File: config.mk
export PLATFORM = sky130hd
export DESIGN_NAME = eic_top
export DESIGN_NICKNAME = d
export VERILOG_FILES = /design/src/rtl/eic_pkg.sv /design/src/rtl/eic_sync.sv /design/src/rtl/eic_idx_qual.sv /design/src/rtl/eic_top.sv
export SDC_FILE = /design/constraint.sdc
export NUM_CORES = 1
export LEC_CHECK = 0
export BUFFER_PORTS_ARGS = -buffer_cell sky130_fd_sc_hd__buf_2
export CAP_MARGIN = 20
export CORE_MARGIN = 4
export CORE_UTILIZATION = 40
export CTS_BUF_LIST = sky130_fd_sc_hd__clkbuf_16
export DETAILED_ROUTE_END_ITERATION = 12
export SYNTH_ARGS = -nofsm -noshare
export SYNTH_HDL_FRONTEND = slang
export SYNTH_SLANG_ARGS = --single-unit
export TNS_END_PERCENT = 20
File: constraint.sdc
create_clock -name clk_sys -period 5 [get_ports clk_sys]
set_input_delay 0.25 -clock clk_sys [delete_from_list [all_inputs] [get_ports clk_sys]]
set_output_delay 0.25 -clock clk_sys [all_outputs]
set_load 0.01 [all_outputs]
File: src/rtl/eic_pkg.sv
// Shared constants and types for the encoder index event block.
// Assumes a 32-bit AXI4-Lite register bus and a single system clock.
package eic_pkg;

  // ****************************************************************
  // Register map
  // ****************************************************************
  localparam int EIC_ADDR_W = 8;
  // Word indexes; the byte address is four times the index
  localparam logic [5:0] EIC_IDX_CONFIG = 6'h07;
  localparam logic [5:0] EIC_IDX_RST_VAL = 6'h08;
  localparam logic [5:0] EIC_IDX_POS = 6'h09;
  localparam logic [5:0] EIC_IDX_ENC_LATCH = 6'h0A;
  localparam logic [5:0] EIC_IDX_STEP_LATCH = 6'h0B;
  localparam logic [5:0] EIC_IDX_STATUS = 6'h0C;

  localparam logic [31:0] EIC_CONFIG_RST = 32'h0000_0400;
  localparam logic [31:0] EIC_WORD_RST = 32'h0000_0000;

  // ****************************************************************
  // Configuration field positions
  // ****************************************************************
  localparam int EIC_B_DECIMAL = 0;
  localparam int EIC_B_CLEAR = 1;
  localparam int EIC_B_CONT = 2;
  localparam int EIC_B_ONCE = 3;
  localparam int EIC_B_POL_N = 4;
  localparam int EIC_B_SENS_LO = 5;
  localparam int EIC_B_SENS_HI = 6;
  localparam int EIC_B_POL_A = 7;
  localparam int EIC_B_POL_B = 8;
  localparam int EIC_B_SKIP_AB = 9;
  localparam int EIC_B_LATCH_ENC = 10;
  localparam int EIC_B_LATCH_STEP = 11;

  // Status register fields
  localparam int EIC_S_N = 0;
  localparam int EIC_S_A = 1;
  localparam int EIC_S_B = 2;
  localparam int EIC_S_ARMED = 3;
  localparam int EIC_S_CNT_LO = 16;

  localparam logic [1:0] EIC_RESP_OKAY = 2'h0;
  localparam logic [1:0] EIC_RESP_SLVERR = 2'h2;

  // ****************************************************************
  // Types
  // ****************************************************************
  typedef enum logic [1:0] {
    EIC_SENS_LEVEL = 2'h0,
    EIC_SENS_TO_ACT = 2'h1,
    EIC_SENS_TO_INACT = 2'h2,
    EIC_SENS_BOTH = 2'h3
  } eic_sens_t;

  typedef struct packed {
    logic pol_n;
    eic_sens_t sens;
    logic pol_a;
    logic pol_b;
    logic index_skip_quadrature_gating;
  } eic_idx_cfg_t;

  typedef struct packed {
    logic awvalid;
    logic [EIC_ADDR_W-1:0] awaddr;
    logic wvalid;
    logic [31:0] wdata;
    logic [3:0] wstrb;
    logic bready;
    logic arvalid;
    logic [EIC_ADDR_W-1:0] araddr;
    logic rready;
  } eic_axi_req_t;

  typedef struct packed {
    logic awready;
    logic wready;
    logic bvalid;
    logic [1:0] bresp;
    logic arready;
    logic rvalid;
    logic [31:0] rdata;
    logic [1:0] rresp;
  } eic_axi_rsp_t;

endpackage : eic_pkg

File: src/rtl/eic_sync.sv
// Two-flop synchroniser, one lane per bit.
// Assumes asynchronous pin inputs and one system clock.
`timescale 1ns/10ps
`default_nettype none
module eic_sync
  import eic_pkg::*;
#(
  parameter int W = 3
) (
  input wire logic clk_sys,
  input wire logic srst,
  input wire logic [W-1:0] pin,
  output logic [W-1:0] sync
);

  logic [W-1:0] stage1;

  genvar gi;
  generate
    for (gi = 0; gi < W; gi++) begin : g_lane
      always_ff @(posedge clk_sys) begin
        if (srst) begin
          stage1[gi] <= 1'b0;
          sync[gi] <= 1'b0;
        end else begin
          stage1[gi] <= pin[gi];
          sync[gi] <= stage1[gi];
        end
      end
    end
  endgenerate

endmodule : eic_sync
`default_nettype wire

File: src/rtl/eic_idx_qual.sv
// Index event qualifier: polarity, sensitivity and A/B level gating.
// Assumes synchronised A, B and N levels on the system clock.
`timescale 1ns/10ps
`default_nettype none
module eic_idx_qual
  import eic_pkg::*;
(
  input wire logic clk_sys,
  input wire logic srst,
  input wire logic n_lvl,
  input wire logic a_lvl,
  input wire logic b_lvl,
  input wire eic_idx_cfg_t cfg,
  output logic event_hit
);

  logic n_act;
  logic n_act_q;
  logic to_act;
  logic to_inact;
  logic sens_hit;
  logic ab_ok;

  assign n_act = ~(n_lvl ^ cfg.pol_n);
  assign to_act = n_act & ~n_act_q;
  assign to_inact = ~n_act & n_act_q;

  always_comb begin
    unique case (cfg.sens)
      EIC_SENS_LEVEL: sens_hit = n_act;
      EIC_SENS_TO_ACT: sens_hit = to_act;
      EIC_SENS_TO_INACT: sens_hit = to_inact;
      EIC_SENS_BOTH: sens_hit = to_act | to_inact;
    endcase
  end

  assign ab_ok = cfg.index_skip_quadrature_gating
    | ((a_lvl == cfg.pol_a) & (b_lvl == cfg.pol_b));
  assign event_hit = sens_hit & ab_ok;

  always_ff @(posedge clk_sys) begin
    if (srst) begin
      n_act_q <= 1'b0;
    end else begin
      n_act_q <= n_act;
    end
  end

endmodule : eic_idx_qual
`default_nettype wire

File: src/rtl/eic_top.sv
// Encoder index event configuration block with AXI4-Lite registers.
// Holds the encoder position counter, its reset value and both latches.
// Assumes A, B, N arrive asynchronously from pins and the actual step
// position comes from logic on the same system clock.
//
// The implementer's own choice: register access over AXI4-Lite.
`timescale 1ns/10ps
`default_nettype none

// Operation
// - Config bit 0 selects binary or decimal encoder constant, ABN only.
// - Config bit 1 loads position with reset value on qualified index.
// - Config bit 2 clears/latches on every qualified index event.
// - Config bit 3 clears/latches only on the next qualified event.
// - Hardware returns bit 3 to zero after that single action.
// - Config bit 4 selects index active low (0) or high (1).
// - Sensitivity 0: event active while index at active level.
// - Sensitivity 1: event on transition into active level.
// - Sensitivity 2: event on transition into inactive level.
// - Sensitivity 3: event on both index transitions.
// - Config bit 7 gives the A level required for a valid event.
// - Config bit 8 gives the B level required for a valid event.
// - Config bit 9 set ignores A and B levels entirely.
// - Configuration register resets to 0x00000400, host read/write.
// - Config bit 10 latches encoder position on index events.
// - Config bit 11 latches actual step position on index events.
module eic_top
  import eic_pkg::*;
(
  input wire logic clk_sys,
  input wire logic srst,
  input wire eic_axi_req_t axi_req,
  output var eic_axi_rsp_t axi_rsp,
  input wire logic enc_a_pin,
  input wire logic enc_b_pin,
  input wire logic enc_n_pin,
  input wire logic [31:0] actual_step_position,
  output logic [31:0] enc_pos,
  output logic [31:0] enc_latch,
  output logic [31:0] step_latch,
  output logic enc_decimal_mode,
  output logic index_pulse
);

  // ****************************************************************
  // State types
  // ****************************************************************
  typedef enum logic {
    EIC_WR_IDLE = 1'b0,
    EIC_WR_RESP = 1'b1
  } eic_wr_state_t;

  typedef enum logic {
    EIC_RD_IDLE = 1'b0,
    EIC_RD_DATA = 1'b1
  } eic_rd_state_t;

  // ****************************************************************
  // Declarations
  // ****************************************************************
  logic [31:0] config_reg;
  logic [31:0] rst_val;
  logic [15:0] event_count;
  logic [2:0] pins_sync;
  logic a_lvl;
  logic b_lvl;
  logic n_lvl;
  logic a_prev;
  logic b_prev;
  eic_idx_cfg_t idx_cfg;
  logic event_hit;

  eic_wr_state_t wr_state;
  eic_wr_state_t next_wr_state;
  eic_rd_state_t rd_state;
  eic_rd_state_t next_rd_state;
  logic aw_held;
  logic w_held;
  logic next_aw_held;
  logic next_w_held;
  logic [EIC_ADDR_W-1:0] awaddr_q;
  logic [31:0] wdata_q;
  logic [3:0] wstrb_q;
  logic aw_fire;
  logic w_fire;
  logic b_fire;
  logic ar_fire;
  logic r_fire;
  logic wr_go;

  logic [5:0] wr_idx;
  logic [5:0] rd_idx;
  logic wr_cfg;
  logic wr_rst;
  logic wr_pos;
  logic wr_hit;
  logic rd_hit;
  logic [31:0] rd_word;
  logic [31:0] status_word;

  logic armed;
  logic act;
  logic do_clear;
  logic do_latch_enc;
  logic do_latch_step;
  logic once_done;
  logic q_step;
  logic q_up;
  logic [31:0] next_config;
  logic [31:0] next_pos;

  // ****************************************************************
  // Input synchronisation and index qualification
  // ****************************************************************
  eic_sync #(
    .W(3)
  ) u_sync (
    .clk_sys(clk_sys),
    .srst(srst),
    .pin({enc_n_pin, enc_b_pin, enc_a_pin}),
    .sync(pins_sync)
  );

  assign a_lvl = pins_sync[0];
  assign b_lvl = pins_sync[1];
  assign n_lvl = pins_sync[2];

  assign idx_cfg = '{
    pol_n: config_reg[EIC_B_POL_N],
    sens: eic_sens_t'(config_reg[EIC_B_SENS_HI:EIC_B_SENS_LO]),
    pol_a: config_reg[EIC_B_POL_A],
    pol_b: config_reg[EIC_B_POL_B],
    index_skip_quadrature_gating: config_reg[EIC_B_SKIP_AB]
  };

  eic_idx_qual u_qual (
    .clk_sys(clk_sys),
    .srst(srst),
    .n_lvl(n_lvl),
    .a_lvl(a_lvl),
    .b_lvl(b_lvl),
    .cfg(idx_cfg),
    .event_hit(event_hit)
  );

  // ****************************************************************
  // Index actions
  // ****************************************************************
  assign armed = config_reg[EIC_B_CONT] | config_reg[EIC_B_ONCE];
  assign act = event_hit & armed;
  assign do_clear = act & config_reg[EIC_B_CLEAR];
  assign do_latch_enc = act & config_reg[EIC_B_LATCH_ENC];
  assign do_latch_step = act & config_reg[EIC_B_LATCH_STEP];
  assign once_done = event_hit & config_reg[EIC_B_ONCE];

  // Quadrature decode: exactly one of A and B changed
  assign q_step = (a_lvl ^ a_prev) ^ (b_lvl ^ b_prev);
  assign q_up = a_prev ^ b_lvl;

  // ****************************************************************
  // AXI4-Lite handshakes and decode
  // ****************************************************************
  assign aw_fire = axi_req.awvalid & axi_rsp.awready;
  assign w_fire = axi_req.wvalid & axi_rsp.wready;
  assign b_fire = axi_rsp.bvalid & axi_req.bready;
  assign ar_fire = axi_req.arvalid & axi_rsp.arready;
  assign r_fire = axi_rsp.rvalid & axi_req.rready;
  assign wr_go = (wr_state == EIC_WR_IDLE) & aw_held & w_held;

  assign next_aw_held = (aw_held | aw_fire) & ~wr_go;
  assign next_w_held = (w_held | w_fire) & ~wr_go;

  always_comb begin
    next_wr_state = wr_state;
    unique case (wr_state)
      EIC_WR_IDLE: if (wr_go) next_wr_state = EIC_WR_RESP;
      EIC_WR_RESP: if (b_fire) next_wr_state = EIC_WR_IDLE;
    endcase
  end

  always_comb begin
    next_rd_state = rd_state;
    unique case (rd_state)
      EIC_RD_IDLE: if (ar_fire) next_rd_state = EIC_RD_DATA;
      EIC_RD_DATA: if (r_fire) next_rd_state = EIC_RD_IDLE;
    endcase
  end

  assign wr_idx = awaddr_q[7:2];
  assign rd_idx = axi_req.araddr[7:2];
  assign wr_cfg = wr_go & (wr_idx == EIC_IDX_CONFIG);
  assign wr_rst = wr_go & (wr_idx == EIC_IDX_RST_VAL);
  assign wr_pos = wr_go & (wr_idx == EIC_IDX_POS);
  assign wr_hit = (wr_idx == EIC_IDX_CONFIG)
    | (wr_idx == EIC_IDX_RST_VAL) | (wr_idx == EIC_IDX_POS);

  assign status_word = {event_count, 12'h000,
    config_reg[EIC_B_ONCE], b_lvl, a_lvl, n_lvl};

  assign rd_hit = (rd_idx == EIC_IDX_CONFIG)
    | (rd_idx == EIC_IDX_RST_VAL) | (rd_idx == EIC_IDX_POS)
    | (rd_idx == EIC_IDX_ENC_LATCH) | (rd_idx == EIC_IDX_STEP_LATCH)
    | (rd_idx == EIC_IDX_STATUS);

  assign rd_word =
    (rd_idx == EIC_IDX_CONFIG) ? config_reg :
    (rd_idx == EIC_IDX_RST_VAL) ? rst_val :
    (rd_idx == EIC_IDX_POS) ? enc_pos :
    (rd_idx == EIC_IDX_ENC_LATCH) ? enc_latch :
    (rd_idx == EIC_IDX_STEP_LATCH) ? step_latch :
    (rd_idx == EIC_IDX_STATUS) ? status_word : 32'h0000_0000;

  // Byte-lane merge for partial writes
  function automatic logic [31:0] merge(
    input logic [31:0] old,
    input logic [31:0] data,
    input logic [3:0] strb
  );
    logic [31:0] res;
    res = old;
    for (int i = 0; i < 4; i++) begin
      if (strb[i]) begin
        res[i*8 +: 8] = data[i*8 +: 8];
      end
    end
    return res;
  endfunction : merge

  // A host write arming the one-shot wins over its hardware clear
  always_comb begin
    next_config = config_reg;
    if (wr_cfg) begin
      next_config = merge(config_reg, wdata_q, wstrb_q);
    end else if (once_done) begin
      next_config[EIC_B_ONCE] = 1'b0;
    end
  end

  // Host write first, then index clear, then quadrature count
  always_comb begin
    next_pos = enc_pos;
    if (wr_pos) begin
      next_pos = merge(enc_pos, wdata_q, wstrb_q);
    end else if (do_clear) begin
      next_pos = rst_val;
    end else if (q_step) begin
      next_pos = q_up ? enc_pos + 32'h0000_0001
                      : enc_pos - 32'h0000_0001;
    end
  end

  // ****************************************************************
  // Bus registers
  // ****************************************************************
  always_ff @(posedge clk_sys) begin
    if (srst) begin
      wr_state <= EIC_WR_IDLE;
      rd_state <= EIC_RD_IDLE;
      aw_held <= 1'b0;
      w_held <= 1'b0;
    end else begin
      wr_state <= next_wr_state;
      rd_state <= next_rd_state;
      aw_held <= next_aw_held;
      w_held <= next_w_held;
    end
  end

  always_ff @(posedge clk_sys) begin
    if (srst) begin
      awaddr_q <= '0;
      wdata_q <= 32'h0000_0000;
      wstrb_q <= 4'h0;
    end else begin
      if (aw_fire) awaddr_q <= axi_req.awaddr;
      if (w_fire) wdata_q <= axi_req.wdata;
      if (w_fire) wstrb_q <= axi_req.wstrb;
    end
  end

  always_ff @(posedge clk_sys) begin
    if (srst) begin
      axi_rsp.awready <= 1'b0;
      axi_rsp.wready <= 1'b0;
      axi_rsp.bvalid <= 1'b0;
      axi_rsp.bresp <= EIC_RESP_OKAY;
      axi_rsp.arready <= 1'b0;
      axi_rsp.rvalid <= 1'b0;
      axi_rsp.rdata <= 32'h0000_0000;
      axi_rsp.rresp <= EIC_RESP_OKAY;
    end else begin
      axi_rsp.awready <= (next_wr_state == EIC_WR_IDLE) & ~next_aw_held;
      axi_rsp.wready <= (next_wr_state == EIC_WR_IDLE) & ~next_w_held;
      axi_rsp.bvalid <= (next_wr_state == EIC_WR_RESP);
      if (wr_go) begin
        axi_rsp.bresp <= wr_hit ? EIC_RESP_OKAY : EIC_RESP_SLVERR;
      end
      axi_rsp.arready <= (next_rd_state == EIC_RD_IDLE);
      axi_rsp.rvalid <= (next_rd_state == EIC_RD_DATA);
      if (ar_fire) begin
        axi_rsp.rdata <= rd_word;
        axi_rsp.rresp <= rd_hit ? EIC_RESP_OKAY : EIC_RESP_SLVERR;
      end
    end
  end

  // ****************************************************************
  // Configuration and position registers
  // ****************************************************************
  always_ff @(posedge clk_sys) begin
    if (srst) begin
      config_reg <= EIC_CONFIG_RST;
      rst_val <= EIC_WORD_RST;
    end else begin
      config_reg <= next_config;
      if (wr_rst) rst_val <= merge(rst_val, wdata_q, wstrb_q);
    end
  end

  always_ff @(posedge clk_sys) begin
    if (srst) begin
      enc_pos <= EIC_WORD_RST;
      a_prev <= 1'b0;
      b_prev <= 1'b0;
    end else begin
      enc_pos <= next_pos;
      a_prev <= a_lvl;
      b_prev <= b_lvl;
    end
  end

  // Latches take the position as it stood before a same-cycle clear
  always_ff @(posedge clk_sys) begin
    if (srst) begin
      enc_latch <= EIC_WORD_RST;
      step_latch <= EIC_WORD_RST;
    end else begin
      if (do_latch_enc) enc_latch <= enc_pos;
      if (do_latch_step) step_latch <= actual_step_position;
    end
  end

  always_ff @(posedge clk_sys) begin
    if (srst) begin
      event_count <= 16'h0000;
      index_pulse <= 1'b0;
      enc_decimal_mode <= 1'b0;
    end else begin
      if (event_hit) event_count <= event_count + 16'h0001;
      index_pulse <= event_hit;
      enc_decimal_mode <= next_config[EIC_B_DECIMAL];
    end
  end

endmodule : eic_top
`default_nettype wire

**Word-level counts from Yosys, hierarchy flattened**

Index checks and enable logic that the tools add are counted.

- Register bits after elaboration: 273
- Bits in latches: 0
- Memory bits (writable): 0
- Memory bits (read-only): 0
- Bits of input ports: 94
- Output and inout port bits: 139
- Word-level logic and storage cells: 153
- Memories kept: 0

- Add/subtract/negate cells: 3
- Multiply operators: 0
- Div/mod/pow operators: 0
- Magnitude comparators: 0
- Equal/unequal tests: 19
- Shift-type cells: 0
- Mux-type cells: 26
- Bitwise operators: 49
- Reductions and logical operators: 16

Operator list:

| kind | number |
|---|---|
| $mux W32 | 10 |
| $eq A6 B4 Y1 const B | 7 |
| $add A32 B1 Y32 const B | 1 |
| $mux W8 | 4 |
| $sub A32 B1 Y32 const B | 1 |
| $reduce_and A2 Y1 | 13 |
| $and A1 B1 Y1 | 23 |
| $add A16 B1 Y16 const B | 1 |
| $eq A6 B3 Y1 const B | 2 |
| $or A1 B1 Y1 | 12 |
| $ne A2 B2 Y1 const B | 5 |
| $not A1 Y1 | 9 |
| $mux W1 | 6 |
| $xor A1 B1 Y1 | 5 |
| $eq A2 B2 Y1 const B | 2 |
| $mux W2 | 2 |
| $mux W4 | 1 |
| $pmux W1 S2 | 2 |
| $pmux W1 S4 | 1 |
| $reduce_bool A3 Y1 | 1 |
| $eq A1 B1 Y1 | 2 |
| $eq A2 B1 Y1 const B | 1 |
| $logic_not A2 Y1 | 1 |
| $reduce_bool A2 Y1 | 1 |

**Longest topological paths before layout**

- Depth in word-level cells: 10
- Gate-level depth with buffers: 14
- Mapped depth without buffers: 10

**By module**

Synthesis repeated with hierarchy kept, for this count alone.

- Cell total of the unflattened synthesis: 1,752
- Area, all modules: 13,198.9 um^2

By module, submodules not included:

| module | times used | cells an instance | area an instance (um^2) | sequential area each (um^2) |
|---|---|---|---|---|
| eic_top | 1 | 1,725 | 12,919.9 | 5,245.0 |
| eic_sync | 1 | 12 | 157.7 | 120.1 |
| eic_idx_qual | 1 | 15 | 121.4 | 20.0 |

**Worst setup path before layout**

OpenSTA, ideal clock, no wires.

- Kind: reg-to-reg
- From: reg u_sync.sync[1]
- To: reg enc_pos[26]
- Data arrival time: 3.272 ns
- Required time: 4.865 ns
- Slack: 1.593 ns
- Cell stages (with the launch flop): 14
- Buffers on the path: 3
- Clock period less this slack: 3.407 ns
- Cells stage by stage: dfxtp_1 > xor2_2 > buf_2 > buf_2 > buf_2 > xnor2_1 > ha_1 > nor3_1 > nand4_1 > or4_1 > a2111oi_0 > o21ai_0 > a21oi_1 > nor4_1

- Longest elaborated chain between the ends: 8
- Elaborated cells between the ends (all ways): 15
- Those cells by class: 1 x eq/ne; 4 x mux; 8 x bitwise; 2 x reduce/logical

Ends and longest elaborated chain:

| item | RTL line | text |
|---|---|---|
| start, declared | eic_sync.sv:13 | `output logic [W-1:0] sync` |
| start signal, assigned by index | eic_sync.sv:27 | `sync[gi] <= stage1[gi];` |
| $eq A1 B1 Y1 | eic_idx_qual.sv:38 | `\| ((a_lvl == cfg.pol_a) & (b_lvl == cfg.pol_b));` |
| $and A1 B1 Y1 | eic_idx_qual.sv:38 |  |
| $or A1 B1 Y1 | eic_idx_qual.sv:38 |  |
| $and A1 B1 Y1 | eic_idx_qual.sv:39 | `assign event_hit = sens_hit & ab_ok;` |
| $and A1 B1 Y1 | eic_top.sv:150 | `assign act = event_hit & armed;` |
| $and A1 B1 Y1 | eic_top.sv:151 | `assign do_clear = act & config_reg[EIC_B_CLEAR];` |
| $reduce_bool A3 Y1 (no line) or $mux W32 (tied branches) | -- |  |
| $reduce_and A2 Y1 (no line) or $mux W32 (tied branches) | -- |  |
| end signal, assigned | eic_top.sv:326 | `enc_pos <= next_pos;` |
| end, declared | eic_top.sv:38 | `output logic [31:0] enc_pos,` |

Several ways; a longest one is shown, not always the timed one. The select of a mux whose other input is x is not followed.
A chain may end at the register's enable or synchronous reset.

**Worst setup path in the final report**

- From: reg config_reg[4]
- To: reg enc_pos[19]

- Longest elaborated chain between the ends: 10
- Elaborated cells between the ends (all ways): 13
- Those cells by class: 3 x mux; 8 x bitwise; 2 x reduce/logical

Ends and longest elaborated chain:

| item | RTL line | text |
|---|---|---|
| start, declared | eic_top.sv:61 | `logic [31:0] config_reg;` |
| start signal, assigned | eic_top.sv:315 | `config_reg <= next_config;` |
| $xor A1 B1 Y1 (*) | eic_idx_qual.sv:24 | `assign n_act = ~(n_lvl ^ cfg.pol_n);` |
| $not A1 Y1 | eic_idx_qual.sv:24 |  |
| $and A1 B1 Y1 | eic_idx_qual.sv:25 | `assign to_act = n_act & ~n_act_q;` |
| $or A1 B1 Y1 | eic_idx_qual.sv:33 | `EIC_SENS_BOTH: sens_hit = to_act \| to_inact;` |
| $pmux W1 S4 (*) | eic_idx_qual.sv:29 | `unique case (cfg.sens)` |
| $and A1 B1 Y1 (*) | eic_idx_qual.sv:39 |  |
| $and A1 B1 Y1 (*) | eic_top.sv:150 |  |
| $and A1 B1 Y1 (*) | eic_top.sv:151 |  |
| $reduce_bool A3 Y1 (no line) or $mux W32 (tied branches) | -- |  |
| $reduce_and A2 Y1 (no line) or $mux W32 (tied branches) | -- |  |

Mark *: on every way between the ends. The rest lies on a longest branch, timed or not.

==> impl_results.md <==
* Status: finished, final reports clean
* Gpl congestion at 0.910
* Crit path to: enc_pos[19]
* Final hold violations at 0
* Period utilization at 68.3%
* R2R depth at 10
* Primary FF master, synth: dfxtp_1
* Min Tclk post-route at 3.41 ns
* Final Net Count at 2056
* Setup_tns at 0 ns
* Critical Path Sink Type: register
* Skew-Pair Late Insertion Delay at 0.57 ns
* ANT nets after route at 0
* Post-Synth Simple-Gate Area at 27.1%
* Sequential element share of the synthesized area at 40.1%
* Async SR Flop Fraction at 0%
* Worst r2r src: config_reg[4]
* Initial antenna violation count at 0
* HP Class: in -> reg
* Area delta synth->final at 23.2%
* Routed wire length at 50700 µm
* Headroom to the max-slew limit at 33.4%
* Hold depth at 3
* Clock skew at 0.0195 ns
* CP startpoint: config_reg[4]
* Flop2flop setup slack at 1.59 ns
* Clock sink count at 269
* CTS Buf Count at 31
* DR DRC count at 0
* Avg WL per Cell at 20.9 µm
* #FFs+latches synth at 269
* Chip width at 191 µm
* Vias in the first global route at 13000
* DP Wirelength at 35600 µm
* I/O Pins at 233
* CTS root buf: clkbuf_16
* FP Rows at 66
* Number of antenna diodes at 0
* Synth unique cells at 77
* Slew @ Worst Pin at 0.999 ns
* Syn_area_per_cell at 7.66 µm²
* Worst R2R End: enc_pos[19]
* Max IR drop VDD at 0.269 mV
* Max reg flops at 39
* # Post-CTS Setup Buffers at 0
* WHS at 0.0205 ns
* PD cells at 353 nW/µm²
* Post-synthesis cell count at 1754
* DR iter-0 viols at 1544
* Vias per cell at 5.89
* Initial Utilization at 40.9%
* Netlist Area Pre-Place at 13400 µm²
* Syn. warnings at 0
* Number of port buffers at 226
* Clock buffer depth at 3
* Global-route wire length before repair at 76500 µm
* HP Start: axi_req[56]
* Commonest non-fill, non-tap cell in the layout: nand2_1
* Post-synthesis compound-gate area fraction at 21.4%
* Core area at 32900 µm²
* Final setup viols at 0
* Worst EP arrival at 3.87 ns
* Number of flops mapped to enable cells by yosys at 0
* Leakage at 6.08 nW
* Post-synthesis adder-cell area fraction at 0.372%
* WS Path Type: reg -> reg
* Die footprint at 36600 µm²
* Mux cell area share after synthesis at 2.90%
* TritonCTS clock tree: done
* Largest family of logic cells by synthesized area: simple AND/OR/NAND/NOR gates
* Max-Cap Viols at 0
* DR pass1 iterations at 5
* Startpoint types: register
* Fraction of layout cells with a size suffix above 1 at 17.5%
* Commonest cells after routing, fill and taps aside: nand2_1, dfxtp_1, buf_2
* RSZ-0062 raised after global routing: no
* Slew Limit Fails at 0
* Die Ht at 191 µm
* Clk slew on worst S/H paths at 0.06 ns
* CP required at 5.46 ns
* GRT overflow at 0
* Total vias in the final route at 14300
* Most flops, register: axi_rsp
* Xor/xnor share of the synthesized area at 2.77%
* Max Clk Rate at 0.293 GHz
* GRT Total Usage at 26.2%
* H-tree lvl count at 1
* Largest net degree at the start of global routing at 145
* CP max FO at 21
[worst min-delay path by stage]
stage                             to
floorplan           u_sync.stage1[0]
global placement      u_sync.sync[0]
detailed placement    u_sync.sync[0]
CTS                      awaddr_q[5]
global route             awaddr_q[4]
finish                   awaddr_q[5]
[metal layers]
metal  vias up  share of wire, %  GRT usage (%)
met4         0               2.4           6.33
met5         -                 0              0
met1      6816                44           38.4
met3        76               8.5           4.27
met2       633                45           40.3
li1       6743                 -              -
[synthesized netlist by cell type (11+ instances only)]
library cell  instances  area share (%)
mux2i_1              15             1.1
a22oi_1              12            0.67
buf_1                14            0.39
dfxtp_1             269              40
mux2_2               15             1.3
a211oi_1             23             1.3
a21oi_1             217             8.1
xnor2_1              30             2.0
or4_1                11            0.61
nor2_1               98             2.7
nor2b_1              15            0.70
nor3_1               43             1.6
nand4_1              21            0.98
o21ai_0              26            0.97
nor3b_1              13            0.73
nand2_1             315             8.8
o211ai_1             22             1.2
a31oi_1              34             1.6
nor4_1               26             1.2
a22o_1               20             1.3
a221o_1              21             1.6
nand3_1             180             6.7
o221ai_1             20             1.3
and3_1               11            0.51
buf_2                19            0.71
clkbuf_1            130             3.6
[report_power, final]
part           switching [W]  leakage (nW)  internal (W)
combinational       0.000652          3.41      0.000493
clock               0.000943         0.490       0.00128
sequential          0.000250          2.18       0.00223
total                0.00185          6.08       0.00400
[timing repair]
action                    CTS  global route
hold endpoints to repair   80             0
gates resized for setup     0             0
hold buffers               79             0
[area by class of cell]
| type | instances | area (µm²) |
|---|---|---|
| well taps | 442 | 553 |
| clock inverters | 26 | 213 |
| fillers | 3289 | 16300 |
| inverters | 11 | 41.3 |
| multi-input cells | 1307 | 7380 |
| flip-flops and latches | 269 | 5390 |
| clock buffers | 31 | 776 |
| repair buffers | 338 | 2210 |
[kinds of logic after synthesis]
family	Yosys count
AND/OR/NAND/NOR	776
AO/OA/AOI/OAI	451
flip-flops	269
buffers and inverters	179
XOR/XNOR	40
multiplexers	34
adder cells (fa/ha/maj)	4
other	1
[worst max-delay path, cell delays in order (launching register included)]
cell	delay (ns)
dfxtp_1	0.40
xor2_1	0.36
ha_1	0.32
nand2b_1	0.15
a31oi_1	0.20
and3_1	0.76
buf_4	0.30
nand2_1	0.06
a31oi_1	0.39
nor2_1	0.10
nor4_1	0.25
[stage by stage]
step,worst slack (ns),std cells,utilization [%],total power [W],cell area (µm²)
2_1_floorplan,1.59,1755,-,0.00321,13400
3_3_place_gp,1.70,2286,44.8,0.00356,14700
3_5_place_dp,1.70,2288,45.0,0.00359,14800
4_1_cts,1.66,2424,50.4,0.00585,16600
5_1_grt,1.41,2424,50.4,0.00608,16600
6_report,1.59,2424,50.4,0.00585,16600
No activity file was read; power rests on OpenSTA's default activity.
